## config.mk

```make
export PLATFORM = sky130hd
export DESIGN_NAME = ctl_regs_core_flat
export DESIGN_NICKNAME = d
export VERILOG_FILES = /design/src/ctl_regs_pkg.sv /design/src/ctl_link_if.sv /design/src/ctl_regs_core.sv /design/src/flat_wrapper.sv
export SDC_FILE = /design/constraint.sdc
export NUM_CORES = 1
export LEC_CHECK = 0
export BUFFER_PORTS_ARGS = -buffer_cell sky130_fd_sc_hd__buf_4
export CAP_MARGIN = 30
export CORE_AREA = 2 2 158 160
export CTS_BUF_LIST = sky130_fd_sc_hd__clkbuf_16
export DETAILED_ROUTE_END_ITERATION = 7
export DIE_AREA = 0 0 160 162
export PLACE_DENSITY = 0.85
export SYNTH_ARGS = -nofsm -noshare
export SYNTH_HDL_FRONTEND = slang
export SYNTH_SLANG_ARGS = --single-unit
export TNS_END_PERCENT = 50
```

## constraint.sdc

```tcl
create_clock -name clk -period 19.4 [get_ports clk]
set_input_delay 1.94 -clock clk [delete_from_list [all_inputs] [get_ports clk]]
set_output_delay 1.94 -clock clk [all_outputs]
set_load 0.01 [all_outputs]
```

## src/ctl_regs_pkg.sv

```systemverilog
package ctl_regs_pkg;

  // Control register numbers
  localparam logic [4:0] REG_STATE      = 5'h00;
  localparam logic [4:0] REG_EXC_SAVED  = 5'h01;
  localparam logic [4:0] REG_BRK_SAVED  = 5'h02;
  localparam logic [4:0] REG_IRQ_MASK   = 5'h03;
  localparam logic [4:0] REG_IRQ_PEND   = 5'h04;
  localparam logic [4:0] REG_CORE_ID    = 5'h05;
  localparam logic [4:0] REG_CAUSE      = 5'h07;
  localparam logic [4:0] REG_PTE_PTR    = 5'h08;
  localparam logic [4:0] REG_TLB_ACC    = 5'h09;
  localparam logic [4:0] REG_TLB_MISC   = 5'h0A;
  localparam logic [4:0] REG_BAD_ADDR   = 5'h0C;
  localparam logic [4:0] REG_PROT_SETUP = 5'h0D;
  localparam logic [4:0] REG_REG_BASE   = 5'h0E;
  localparam logic [4:0] REG_REG_PERM   = 5'h0F;

  // Processor state field positions
  localparam int SET_IRQ_ALLOW_BIT = 23;
  localparam int NMI_MODE_BIT      = 22;
  localparam int PREV_SET_LSB      = 16;
  localparam int ACT_SET_LSB       = 10;
  localparam int LEVEL_LSB         = 4;
  localparam int IRQ_HANDLER_BIT   = 3;
  localparam int EXC_HANDLER_BIT   = 2;
  localparam int USER_BIT          = 1;
  localparam int GLOBAL_ALLOW_BIT  = 0;
  localparam int SET_FIELD_W       = 6;
  localparam int LEVEL_W           = 6;

  // Field reset values
  localparam logic       SET_IRQ_ALLOW_RST = 1'b1;
  localparam logic       FLAG_RST          = 1'b0;
  localparam logic [5:0] FIELD_RST         = 6'h00;
  localparam logic [31:0] WORD_RST         = 32'h0000_0000;

  // Host-side order codes for the controller port
  localparam logic [3:0] HREG_CMD      = 4'h0;
  localparam logic [3:0] HREG_WDATA    = 4'h1;
  localparam logic [3:0] HREG_RDATA    = 4'h2;
  localparam logic [3:0] HREG_STATUS   = 4'h3;
  localparam logic [3:0] HREG_EVENT    = 4'h4;

  // Event kinds on the link
  typedef enum logic [2:0]
  {
    EV_NONE   = 3'h0,
    EV_EXC    = 3'h1,
    EV_BREAK  = 3'h3,
    EV_IRQ    = 3'h2,
    EV_NMI    = 3'h6,
    EV_RET_E  = 3'h7,
    EV_RET_B  = 3'h5
  } event_kind_t;

endpackage : ctl_regs_pkg

```

## src/ctl_link_if.sv

```systemverilog
`timescale 1ns/100ps
interface ctl_link_if;
  import ctl_regs_pkg::*;
  logic        rd_req;       // Read move instruction
  logic        wr_req;       // Write move instruction
  logic [4:0]  regnum;       // Control register number
  logic [31:0] wdata;        // Write data
  logic [31:0] rdata;        // Read data, cycle after read
  logic        supervisor;   // Core is in supervisor mode
  event_kind_t ev_kind;      // Exception or interrupt event
  logic [5:0]  ev_set;       // Requested register set
  logic [5:0]  ev_level;     // Requested interrupt level
  logic        irq_accept;   // Core accepts a maskable request now
  logic        miss_double;  // Translation miss class
  logic [31:0] irq_lines;    // Internal interrupt inputs

  modport core
  (
    input  rd_req, wr_req, regnum, wdata, ev_kind, ev_set, ev_level, irq_lines,
    output rdata, supervisor, irq_accept, miss_double
  );
  modport sw
  (
    output rd_req, wr_req, regnum, wdata, ev_kind, ev_set, ev_level, irq_lines,
    input  rdata, supervisor, irq_accept, miss_double
  );
endinterface : ctl_link_if

```

## src/ctl_regs_core.sv

```systemverilog
// Behaviour
// - Access only by move ops, supervisor mode
// - Software writes undefined bits as zero
// - Five-bit number, reserved 6,11,16-31
// - Fixed numbers for listed registers
// - Registers 8-10 only with MMU
// - Registers 13-15 only with MPU
// - Registers 3,4 only without external controller
// - State register loads reset values
// - State register bit layout fixed
// - NMI mode set by core, read-only
// - Copy active set to previous set
// - Copy follows saving of state
// - Set fields use only needed bits
// - Software writes only implemented set numbers
// - Active set cleared on noninterrupt exception
// - Serve level strictly above threshold
// - Interrupt sets handler flag
// - Handler flag classifies translation misses
// - Unimplemented fields read constant value
// - User bit selects user mode
// - Global allow gates maskable interrupts
//
// Added by the designer: the strobed register port.
`timescale 1ns/100ps
module ctl_regs_core
#(
  parameter bit          HAS_MMU   = 1'b1,
  parameter bit          HAS_MPU   = 1'b0,
  parameter bit          HAS_EIC   = 1'b1,
  parameter int          SET_BITS  = 2,
  parameter logic [31:0] CORE_ID   = 32'h0000_0001  // Arbitrary value
)
(
  input  wire logic                 clk,
  input  wire logic                 rst,
  ctl_link_if.core                  link,
  input  wire logic [31:0]          cause_in,
  input  wire logic [31:0]          bad_addr_in,
  input  wire logic                 miss_in,
  output logic                      miss_double_seen,
  output logic [31:0]               state_out
);
  import ctl_regs_pkg::*;

  localparam logic [5:0] SET_MASK = 6'((1 << SET_BITS) - 1);
  localparam bit HAS_SHADOW = (SET_BITS > 0);

  // Whole module state
  typedef struct packed
  {
    logic        set_irq_allow;
    logic        nmi_mode;
    logic [5:0]  previous_set_field;
    logic [5:0]  active_set_field;
    logic [5:0]  irq_level_threshold;
    logic        irq_handler_flag;
    logic        exc_handler_flag;
    logic        user_mode;
    logic        global_irq_allow;
    logic [31:0] exc_saved;
    logic [31:0] brk_saved;
    logic [31:0] irq_mask;
    logic [31:0] pte_ptr;
    logic [31:0] tlb_acc;
    logic [31:0] tlb_misc;
    logic [31:0] prot_setup;
    logic [31:0] reg_base;
    logic [31:0] reg_perm;
    logic [31:0] rdata;
    logic        miss_double;
  } core_state_t;

  core_state_t st_reg;     // Registered state
  core_state_t st_next;    // Next state
  logic [31:0] state_word; // Assembled state register view
  logic [31:0] rd_val;     // Read mux output
  logic        reg_valid;  // Number maps to an existing register
  logic        irq_ok;     // Maskable request may be taken now

  // Assemble state word, unimplemented fields read constant
  always_comb
  begin
    state_word = WORD_RST;
    state_word[SET_IRQ_ALLOW_BIT] = (HAS_EIC && HAS_SHADOW) ? st_reg.set_irq_allow
                                                            : 1'b1;
    state_word[NMI_MODE_BIT] = HAS_EIC ? st_reg.nmi_mode : 1'b0;
    state_word[PREV_SET_LSB +: SET_FIELD_W] = st_reg.previous_set_field & SET_MASK;
    state_word[ACT_SET_LSB +: SET_FIELD_W] = st_reg.active_set_field & SET_MASK;
    state_word[LEVEL_LSB +: LEVEL_W] = HAS_EIC ? st_reg.irq_level_threshold : FIELD_RST;
    state_word[IRQ_HANDLER_BIT] = HAS_EIC ? st_reg.irq_handler_flag : 1'b0;
    state_word[EXC_HANDLER_BIT] = HAS_MMU ? st_reg.exc_handler_flag : 1'b0;
    state_word[USER_BIT] = (HAS_MMU || HAS_MPU) ? st_reg.user_mode : 1'b0;
    state_word[GLOBAL_ALLOW_BIT] = st_reg.global_irq_allow;
  end

  // Register existence by configuration
  always_comb
  begin
    case (link.regnum)
      REG_STATE, REG_EXC_SAVED, REG_BRK_SAVED, REG_CORE_ID, REG_CAUSE, REG_BAD_ADDR:
        reg_valid = 1'b1;
      REG_IRQ_MASK, REG_IRQ_PEND:
        reg_valid = !HAS_EIC;
      REG_PTE_PTR, REG_TLB_ACC, REG_TLB_MISC:
        reg_valid = HAS_MMU;
      REG_PROT_SETUP, REG_REG_BASE, REG_REG_PERM:
        reg_valid = HAS_MPU;
      default:
        reg_valid = 1'b0;
    endcase
  end

  // Read mux, reserved numbers give zero
  always_comb
  begin
    rd_val = WORD_RST;
    if (reg_valid)
    begin
      case (link.regnum)
        REG_STATE:      rd_val = state_word;
        REG_EXC_SAVED:  rd_val = st_reg.exc_saved;
        REG_BRK_SAVED:  rd_val = st_reg.brk_saved;
        REG_IRQ_MASK:   rd_val = st_reg.irq_mask;
        REG_IRQ_PEND:   rd_val = link.irq_lines & st_reg.irq_mask;
        REG_CORE_ID:    rd_val = CORE_ID;
        REG_CAUSE:      rd_val = cause_in;
        REG_PTE_PTR:    rd_val = st_reg.pte_ptr;
        REG_TLB_ACC:    rd_val = st_reg.tlb_acc;
        REG_TLB_MISC:   rd_val = st_reg.tlb_misc;
        REG_BAD_ADDR:   rd_val = bad_addr_in;
        REG_PROT_SETUP: rd_val = st_reg.prot_setup;
        REG_REG_BASE:   rd_val = st_reg.reg_base;
        REG_REG_PERM:   rd_val = st_reg.reg_perm;
        default:        rd_val = WORD_RST;
      endcase
    end
  end

  // Next-state: software writes, then hardware events
  always_comb
  begin
    st_next = st_reg;
    st_next.rdata = WORD_RST;
    st_next.miss_double = miss_in ? st_reg.exc_handler_flag : st_reg.miss_double;
    // Moves only honoured in supervisor mode
    if (link.rd_req && !st_reg.user_mode)
      st_next.rdata = rd_val;
    if (link.wr_req && !st_reg.user_mode && reg_valid)
    begin
      case (link.regnum)
        REG_STATE:
        begin
          // Active set and NMI mode are read-only
          st_next.set_irq_allow = link.wdata[SET_IRQ_ALLOW_BIT];
          st_next.previous_set_field = link.wdata[PREV_SET_LSB +: SET_FIELD_W] & SET_MASK;
          st_next.irq_level_threshold = link.wdata[LEVEL_LSB +: LEVEL_W];
          st_next.irq_handler_flag = link.wdata[IRQ_HANDLER_BIT];
          st_next.exc_handler_flag = link.wdata[EXC_HANDLER_BIT];
          st_next.user_mode = link.wdata[USER_BIT];
          st_next.global_irq_allow = link.wdata[GLOBAL_ALLOW_BIT];
        end
        REG_EXC_SAVED:  st_next.exc_saved = link.wdata;
        REG_BRK_SAVED:  st_next.brk_saved = link.wdata;
        REG_IRQ_MASK:   st_next.irq_mask = link.wdata;
        REG_PTE_PTR:    st_next.pte_ptr = link.wdata;
        REG_TLB_ACC:    st_next.tlb_acc = link.wdata;
        REG_TLB_MISC:   st_next.tlb_misc = link.wdata;
        REG_PROT_SETUP: st_next.prot_setup = link.wdata;
        REG_REG_BASE:   st_next.reg_base = link.wdata;
        REG_REG_PERM:   st_next.reg_perm = link.wdata;
        default:        st_next.rdata = WORD_RST;
      endcase
    end
    // Hardware events win over a same-cycle write
    case (link.ev_kind)
      EV_EXC, EV_BREAK:
      begin
        // Save state, then copy active into previous set
        if (link.ev_kind == EV_BREAK)
          st_next.brk_saved = state_word;
        else if (!st_reg.exc_handler_flag || !HAS_MMU)
          st_next.exc_saved = state_word;
        if (!HAS_MMU || link.ev_kind == EV_BREAK || !st_reg.exc_handler_flag)
          st_next.previous_set_field = st_reg.active_set_field;
        st_next.active_set_field = FIELD_RST;
        st_next.exc_handler_flag = HAS_MMU;
        st_next.global_irq_allow = 1'b0;
        st_next.user_mode = 1'b0;
      end
      EV_IRQ, EV_NMI:
      begin
        if (link.ev_kind == EV_NMI || irq_ok)
        begin
          if (!st_reg.exc_handler_flag)
            st_next.exc_saved = state_word;
          if (!HAS_MMU || !st_reg.exc_handler_flag)
            st_next.previous_set_field = st_reg.active_set_field;
          st_next.active_set_field = link.ev_set & SET_MASK;
          st_next.irq_level_threshold = link.ev_level;
          st_next.irq_handler_flag = 1'b1;
          st_next.exc_handler_flag = HAS_MMU;
          st_next.nmi_mode = (link.ev_kind == EV_NMI);
          st_next.global_irq_allow = 1'b0;
          st_next.user_mode = 1'b0;
        end
      end
      default:
        st_next.miss_double = st_next.miss_double;
    endcase
  end

  // Maskable acceptance: global allow, level, set allow
  always_comb
  begin
    irq_ok = HAS_EIC && st_reg.global_irq_allow
             && (link.ev_level > st_reg.irq_level_threshold)
             && (state_word[SET_IRQ_ALLOW_BIT]
                 || ((link.ev_set & SET_MASK) != (st_reg.active_set_field & SET_MASK)));
  end

  // State register with reset values
  always_ff @(posedge clk or posedge rst)
  begin
    if (rst)
    begin
      st_reg <= '0;
      st_reg.set_irq_allow <= SET_IRQ_ALLOW_RST;
    end
    else
      st_reg <= st_next;
  end

  assign link.rdata       = st_reg.rdata;
  assign link.supervisor  = !st_reg.user_mode;
  assign link.irq_accept  = irq_ok;
  assign link.miss_double = st_reg.miss_double;
  assign miss_double_seen = st_reg.miss_double;
  assign state_out        = state_word;

endmodule : ctl_regs_core

```

## src/flat_wrapper.sv

```systemverilog
// flat-port wrapper written by rule: the top's interface ports become plain ports
module ctl_regs_core_flat import ctl_regs_pkg::*;
#(
  parameter bit          HAS_MMU   = 1'b1,
  parameter bit          HAS_MPU   = 1'b0,
  parameter bit          HAS_EIC   = 1'b1,
  parameter int          SET_BITS  = 2,
  parameter logic [31:0] CORE_ID   = 32'h0000_0001                    
)
  (clk, rst, cause_in, bad_addr_in, miss_in, miss_double_seen, state_out, link_rd_req, link_wr_req, link_regnum, link_wdata, link_ev_kind, link_ev_set, link_ev_level, link_irq_lines, link_rdata, link_supervisor, link_irq_accept, link_miss_double);
  ctl_link_if link_i ();
  input  wire logic clk;
  input  wire logic rst;
  input  wire logic [31:0] cause_in;
  input  wire logic [31:0] bad_addr_in;
  input  wire logic miss_in;
  output logic miss_double_seen;
  output logic [31:0] state_out;
  input wire logic [$bits(link_i.rd_req)-1:0] link_rd_req;
  input wire logic [$bits(link_i.wr_req)-1:0] link_wr_req;
  input wire logic [$bits(link_i.regnum)-1:0] link_regnum;
  input wire logic [$bits(link_i.wdata)-1:0] link_wdata;
  input wire logic [$bits(link_i.ev_kind)-1:0] link_ev_kind;
  input wire logic [$bits(link_i.ev_set)-1:0] link_ev_set;
  input wire logic [$bits(link_i.ev_level)-1:0] link_ev_level;
  input wire logic [$bits(link_i.irq_lines)-1:0] link_irq_lines;
  output wire logic [$bits(link_i.rdata)-1:0] link_rdata;
  output wire logic [$bits(link_i.supervisor)-1:0] link_supervisor;
  output wire logic [$bits(link_i.irq_accept)-1:0] link_irq_accept;
  output wire logic [$bits(link_i.miss_double)-1:0] link_miss_double;
  assign link_i.rd_req = link_rd_req;
  assign link_i.wr_req = link_wr_req;
  assign link_i.regnum = link_regnum;
  assign link_i.wdata = link_wdata;
  assign link_i.ev_kind = link_ev_kind;
  assign link_i.ev_set = link_ev_set;
  assign link_i.ev_level = link_ev_level;
  assign link_i.irq_lines = link_irq_lines;
  assign link_rdata = link_i.rdata;
  assign link_supervisor = link_i.supervisor;
  assign link_irq_accept = link_i.irq_accept;
  assign link_miss_double = link_i.miss_double;
  ctl_regs_core #(.HAS_MMU(HAS_MMU), .HAS_MPU(HAS_MPU), .HAS_EIC(HAS_EIC), .SET_BITS(SET_BITS), .CORE_ID(CORE_ID)) u_core (.clk(clk), .rst(rst), .link(link_i), .cause_in(cause_in), .bad_addr_in(bad_addr_in), .miss_in(miss_in), .miss_double_seen(miss_double_seen), .state_out(state_out));
endmodule
```

Yosys cells after proc, flatten, opt, wreduce, memory -nomap -nowiden:

Memory sizes are Yosys's and may differ from the RTL's.
Cells that the tools add are included.

* magnitude comparators: 1
* equal/unequal tests: 19
* muxes and demuxes: 28
* reduce and logical (&&, ||, !) cells: 25
* bitwise logic cells: 1

Operators with widths (count)
* $mux W32: 16
* $pmux W32 S14: 1
* $mux W330: 1
* $pmux W35 S2: 1
* $mux W54: 1
* $eq A5 B4 Y1 const B: 7
* $and A32 B32 Y32: 1
* $mux W6: 4
* $pmux W12 S2: 1
* $reduce_and A2 Y1: 10
* $eq A5 B3 Y1 const B: 3
* $eq A5 B2 Y1 const B: 2
* $mux W10: 1
* $reduce_or A10 Y1: 1
* $mux W7: 1
* $eq A3 B2 Y1 const B: 2
* $gt A6 B6 Y1: 1
* $eq A5 B1 Y1 const B: 1
* $logic_and A1 B1 Y1: 5
* $logic_not A5 Y1: 1
* $reduce_or A2 Y1: 2
* $eq A3 B1 Y1 const B: 1
* $eq A3 B3 Y1 const B: 1
* $logic_or A1 B1 Y1: 3
* 5 further kinds: 6

* input bits: 153
* output and inout bits: 68
* bits in read-only memories: 16
* bits in registers: 345
* memories kept: 1
* logic and storage cells: 95

Memories
* (no name shown): depth 16, bits a word 1, read ports 1, clocked after memory_dff 0, write ports 0, RTL line ctl_regs_core.sv:100 `case (link.regnum)`

Logic depth before layout (Yosys ltp):

* depth after elaboration: 9
* mapped depth: 10
* depth with buffers taken out: 8

Worst setup path before layout:

OpenSTA, ideal clock, no wires.

* path kind: input to output
* from: input link_ev_level[5]
* to: output link_irq_accept
* path buffers: 0
* cell stages on the path: 4
* data arrival time: 2.819 ns
* data required time: 17.460 ns
* setup slack: 14.641 ns
* path through: ha_1 -> nand4_1 -> o221ai_1 -> and2_1

* longest elaborated chain between the ends: 3

RTL lines
* start: declaration: RTL line flat_wrapper.sv:25 `input wire logic [$bits(link_i.ev_level)-1:0] link_ev_level;`
* $gt A6 B6 Y1: RTL line ctl_regs_core.sv:217 `&& (link.ev_level > st_reg.irq_level_threshold)`
* $logic_and A1 B1 Y1: RTL line ctl_regs_core.sv:217
* $logic_and A1 B1 Y1: RTL line ctl_regs_core.sv:218 `&& (state_word[SET_IRQ_ALLOW_BIT]`
* end: declaration: RTL line flat_wrapper.sv:29 `output wire logic [$bits(link_i.irq_accept)-1:0] link_irq_accept;`

No other way between the ends.

Worst setup path in the final report:

Ends and elaborated chain as after synthesis.

==> metrics.md <==
| Metric | Value |
|---|---|
| Status | `finished, final reports clean` |
| Mux share of post-synthesis cell area | `roughly 10%` |
| Global-route wire length before repair | `about 63 mm` |
| Area Growth Syn to Fin | `14.71%` |
| Adder-cell share of the synthesized area | `less than 1%` |
| # diodes | `0` |
| Crit path max fanout | `3` |
| Most common cell after layout, fill and taps aside | `dfrtp_1` |
| Syn_area_per_cell | `around 11 µm²` |
| Power Density | `92.45 nW/µm²` |
| Most frequent cells in the layout | `dfrtp_1, buf_4, nand2_1` |
| Achievable clock frequency | `just under 200 MHz` |
| Core area | `between 20,000 and 25,000 µm²` |
| Tot Pwr | `0.001565 W` |
| Max Root-Sink Buffers | `3` |
| Crit path launch | `link_ev_level[5]` |
| Initial Utilization | `between 60% and 70%` |
| Routed len/inst | `approximately 24 µm` |
| WP data required | `between 15,000 and 20,000 ps` |
| Root Buffer | `clkbuf_16` |
| Post-synth EDFFs | `0` |
| Top Ports | `between 200 and 250` |
| R2r startpoint | `u_core.state_out[9]` |
| Fin Hold WS | `about 380 ps` |
| Syn Std Cell Area | `14,760 µm²` |
| Crit Path Category | `in2out` |
| Fin nets | `~1.5k` |
| Post-layout util | `roughly 70%` |
| Cts bufs inserted | `36` |
| Die Span Y | `162 µm` |
| Final setup fails | `0` |
| Detail Placement HPWL | `around 24 mm` |
| Number of flip-flops in the largest register | `roughly 290` |
| Largest net degree at the start of global routing | `131` |
| GRT overflow | `0` |
| Routability cong. | `roughly 0.86` |
| Share of post-route cells with drive strength above 1 | `27.97%` |
| RSZ-0062 raised after global routing | `no` |
| Simple-gate share of the synthesized area | `between 8 and 9%` |
| Final TNS setup | `0 ps` |
| Rel. slew slack | `38.87%` |
| Hold WC Path Type | `reg2reg` |
| Vias in the first global route | `about 11k` |
| Initial antenna violation count | `0` |
| Clk_skew | `roughly 17 ps` |
| Post-synth cell types | `50` |
| DR DRC count | `0` |
| Arrival @ worst endpoint | `around 3300 ps` |
| Compound-Gate Fraction of Synth Area | `about 15%` |
| DR iter-0 viols | `1,283` |
| Fin. max-slew vios | `0` |
| Rows | `57` |
| Tcrit/Tclk final | `26.74%` |
| Synth async-reset ratio | `100.0%` |
| CTS Hold Buffers Added | `0` |
| # placed instances | `roughly 1.6k` |
| Clock Sinks | `337` |
| Worst slew pin tran | `roughly 910 ps` |
| Vias per cell | `around 6.4` |
| Die area | `between 20,000 and 30,000 µm²` |
| Non-Filler Instances | `between 1.5k and 2k` |
| Min Tclk post-route | `roughly 5200 ps` |
| Min-delay src | `u_core.st_reg[229]` |
| Total Routing Usage GR | `between 30% and 40%` |
| Post-DRT Antenna Nets | `0` |
| Critical path launch point type | `input pin` |
| Max cap viols | `0` |
| Sequential fraction of the synthesis area | `between 50 and 60%` |
| H-tree Lvls | `2` |
| Total number of vias | `approximately 11k` |
| Number of port buffers | `200` |
| Main combinational cell family by area after synthesis | `compound AO/OA/AOI/OAI gates` |
| Crit end category | `output pin` |
| Post-Syn Instances | `1,332` |
| Synth warn | `0` |
| Routed WL | `about 41 mm` |
| Pleak | `about 8.1 nW` |
| CTS clk-pin slew, worst paths | `roughly 60 ps` |
| Die width | `between 150 and 200 µm` |
| Peak supply drop | `slightly above 0.06 mV` |
| Worst r2r path cells | `9` |
| Post-CTS sizing | `0` |
| Clock latency on the worst-skew pair | `between 500 and 600 ps` |
| Final Hold Fails | `0` |
| Ys flop type | `dfrtp_1` |
| CTS tree | `done` |
| Post-synthesis register bit count | `roughly 340` |
| Worst hold path depth | `0` |
| XOR/XNOR Fraction of Synth Area | `less than 1%` |
| Setup Fix Bufs, Post-CTS | `0` |
| Drt pass-1 iters | `7` |
-- synthesized netlist by cell type (all sizes together), types with 15 or more instances --
library cell    n  share of area (%)
clkbuf        157                4.0
nand2b         38                1.6
dfrtp         336                 57
a22oi          77                3.9
buf           111                5.0
nor2           35               0.99
a22o           26                1.5
a221oi         44                2.6
a31oi          32                1.4
mux2          112                8.6
a21oi          96                3.3
nand2         156                4.0
mux2i          19                1.3
a222oi         15                1.0
-- where the power goes --
| group | internal (W) | total, W | switching [W] | leakage (nW) |
|---|---|---|---|---|
| sequential | 0.000750 | 0.000782 | 0.0000317 | 4.55 |
| combinational | 0.0000705 | 0.000149 | 0.0000786 | 3.02 |
| clock | 0.000359 | 0.000634 | 0.000275 | 0.572 |
-- stage by stage --
step | cell area, µm² | setup WS, ps
after CTS | 16870 | 14230
final | 16930 | 14210
after detailed placement | 15800 | 14250
after floorplan | 14810 | 8123
after global placement | 15650 | 14270
after global routing | 16930 | 14040
-- worst max-delay path, cell delays in order --
cell,delay [ps]
buf_4,120
ha_1,310
nand4_1,140
o21ai_0,350
nor2_1,90
and2_1,170
buf_4,140
-- logic make-up (layout without fill, tap and decap cells) --
| group | after synthesis | count (layout) |
|---|---|---|
| other | 1 | 16 |
| xor gates and xnor gates | 2 | 2 |
| muxes | 131 | 131 |
| DFF | 337 | 337 |
| AOI/OAI and AO/OA | 308 | 308 |
| buffers and inverters | 280 | 306 |
| and+or+nand+nor | 267 | 267 |
| adders and majority gates | 6 | 6 |
-- cell type report --
cell class | instances | area (µm²)
clock inverter | 28 | 150.1
timing repair buffer | 229 | 1857
fill | 1656 | 7179
inverter | 12 | 52.55
tap | 324 | 405.4
multi-input combinational | 730 | 5101
sequential | 337 | 8434
clock buffer | 37 | 925.9
-- routing by layer --
metal,wire length (µm),track usage (%),vias to the layer above,part of all wire [%]
met3,4005,5.746,117,9.8
met4,1343,13.23,0,3.3
met1,15950,42.33,5341,39
met5,0,0,-,0
li1,-,-,4582,-
met2,19530,51.85,741,48
-- path summary, 6_finish.rpt --
| check | slack, ps | endpoint |
|---|---|---|
| max in group asynchronous | 16100 | u_core.st_reg[80] |
| setup / recovery | 14210 | link_irq_accept |
| setup reg to reg | 16620 | u_core.st_reg[300] |
| hold / removal | 380 | u_core.st_reg[229] |
| hold reg to reg | 380 | u_core.st_reg[229] |
| min in group asynchronous | 1560 | u_core.link.rdata[2] |
No activity file was read; power rests on OpenSTA's default activity.
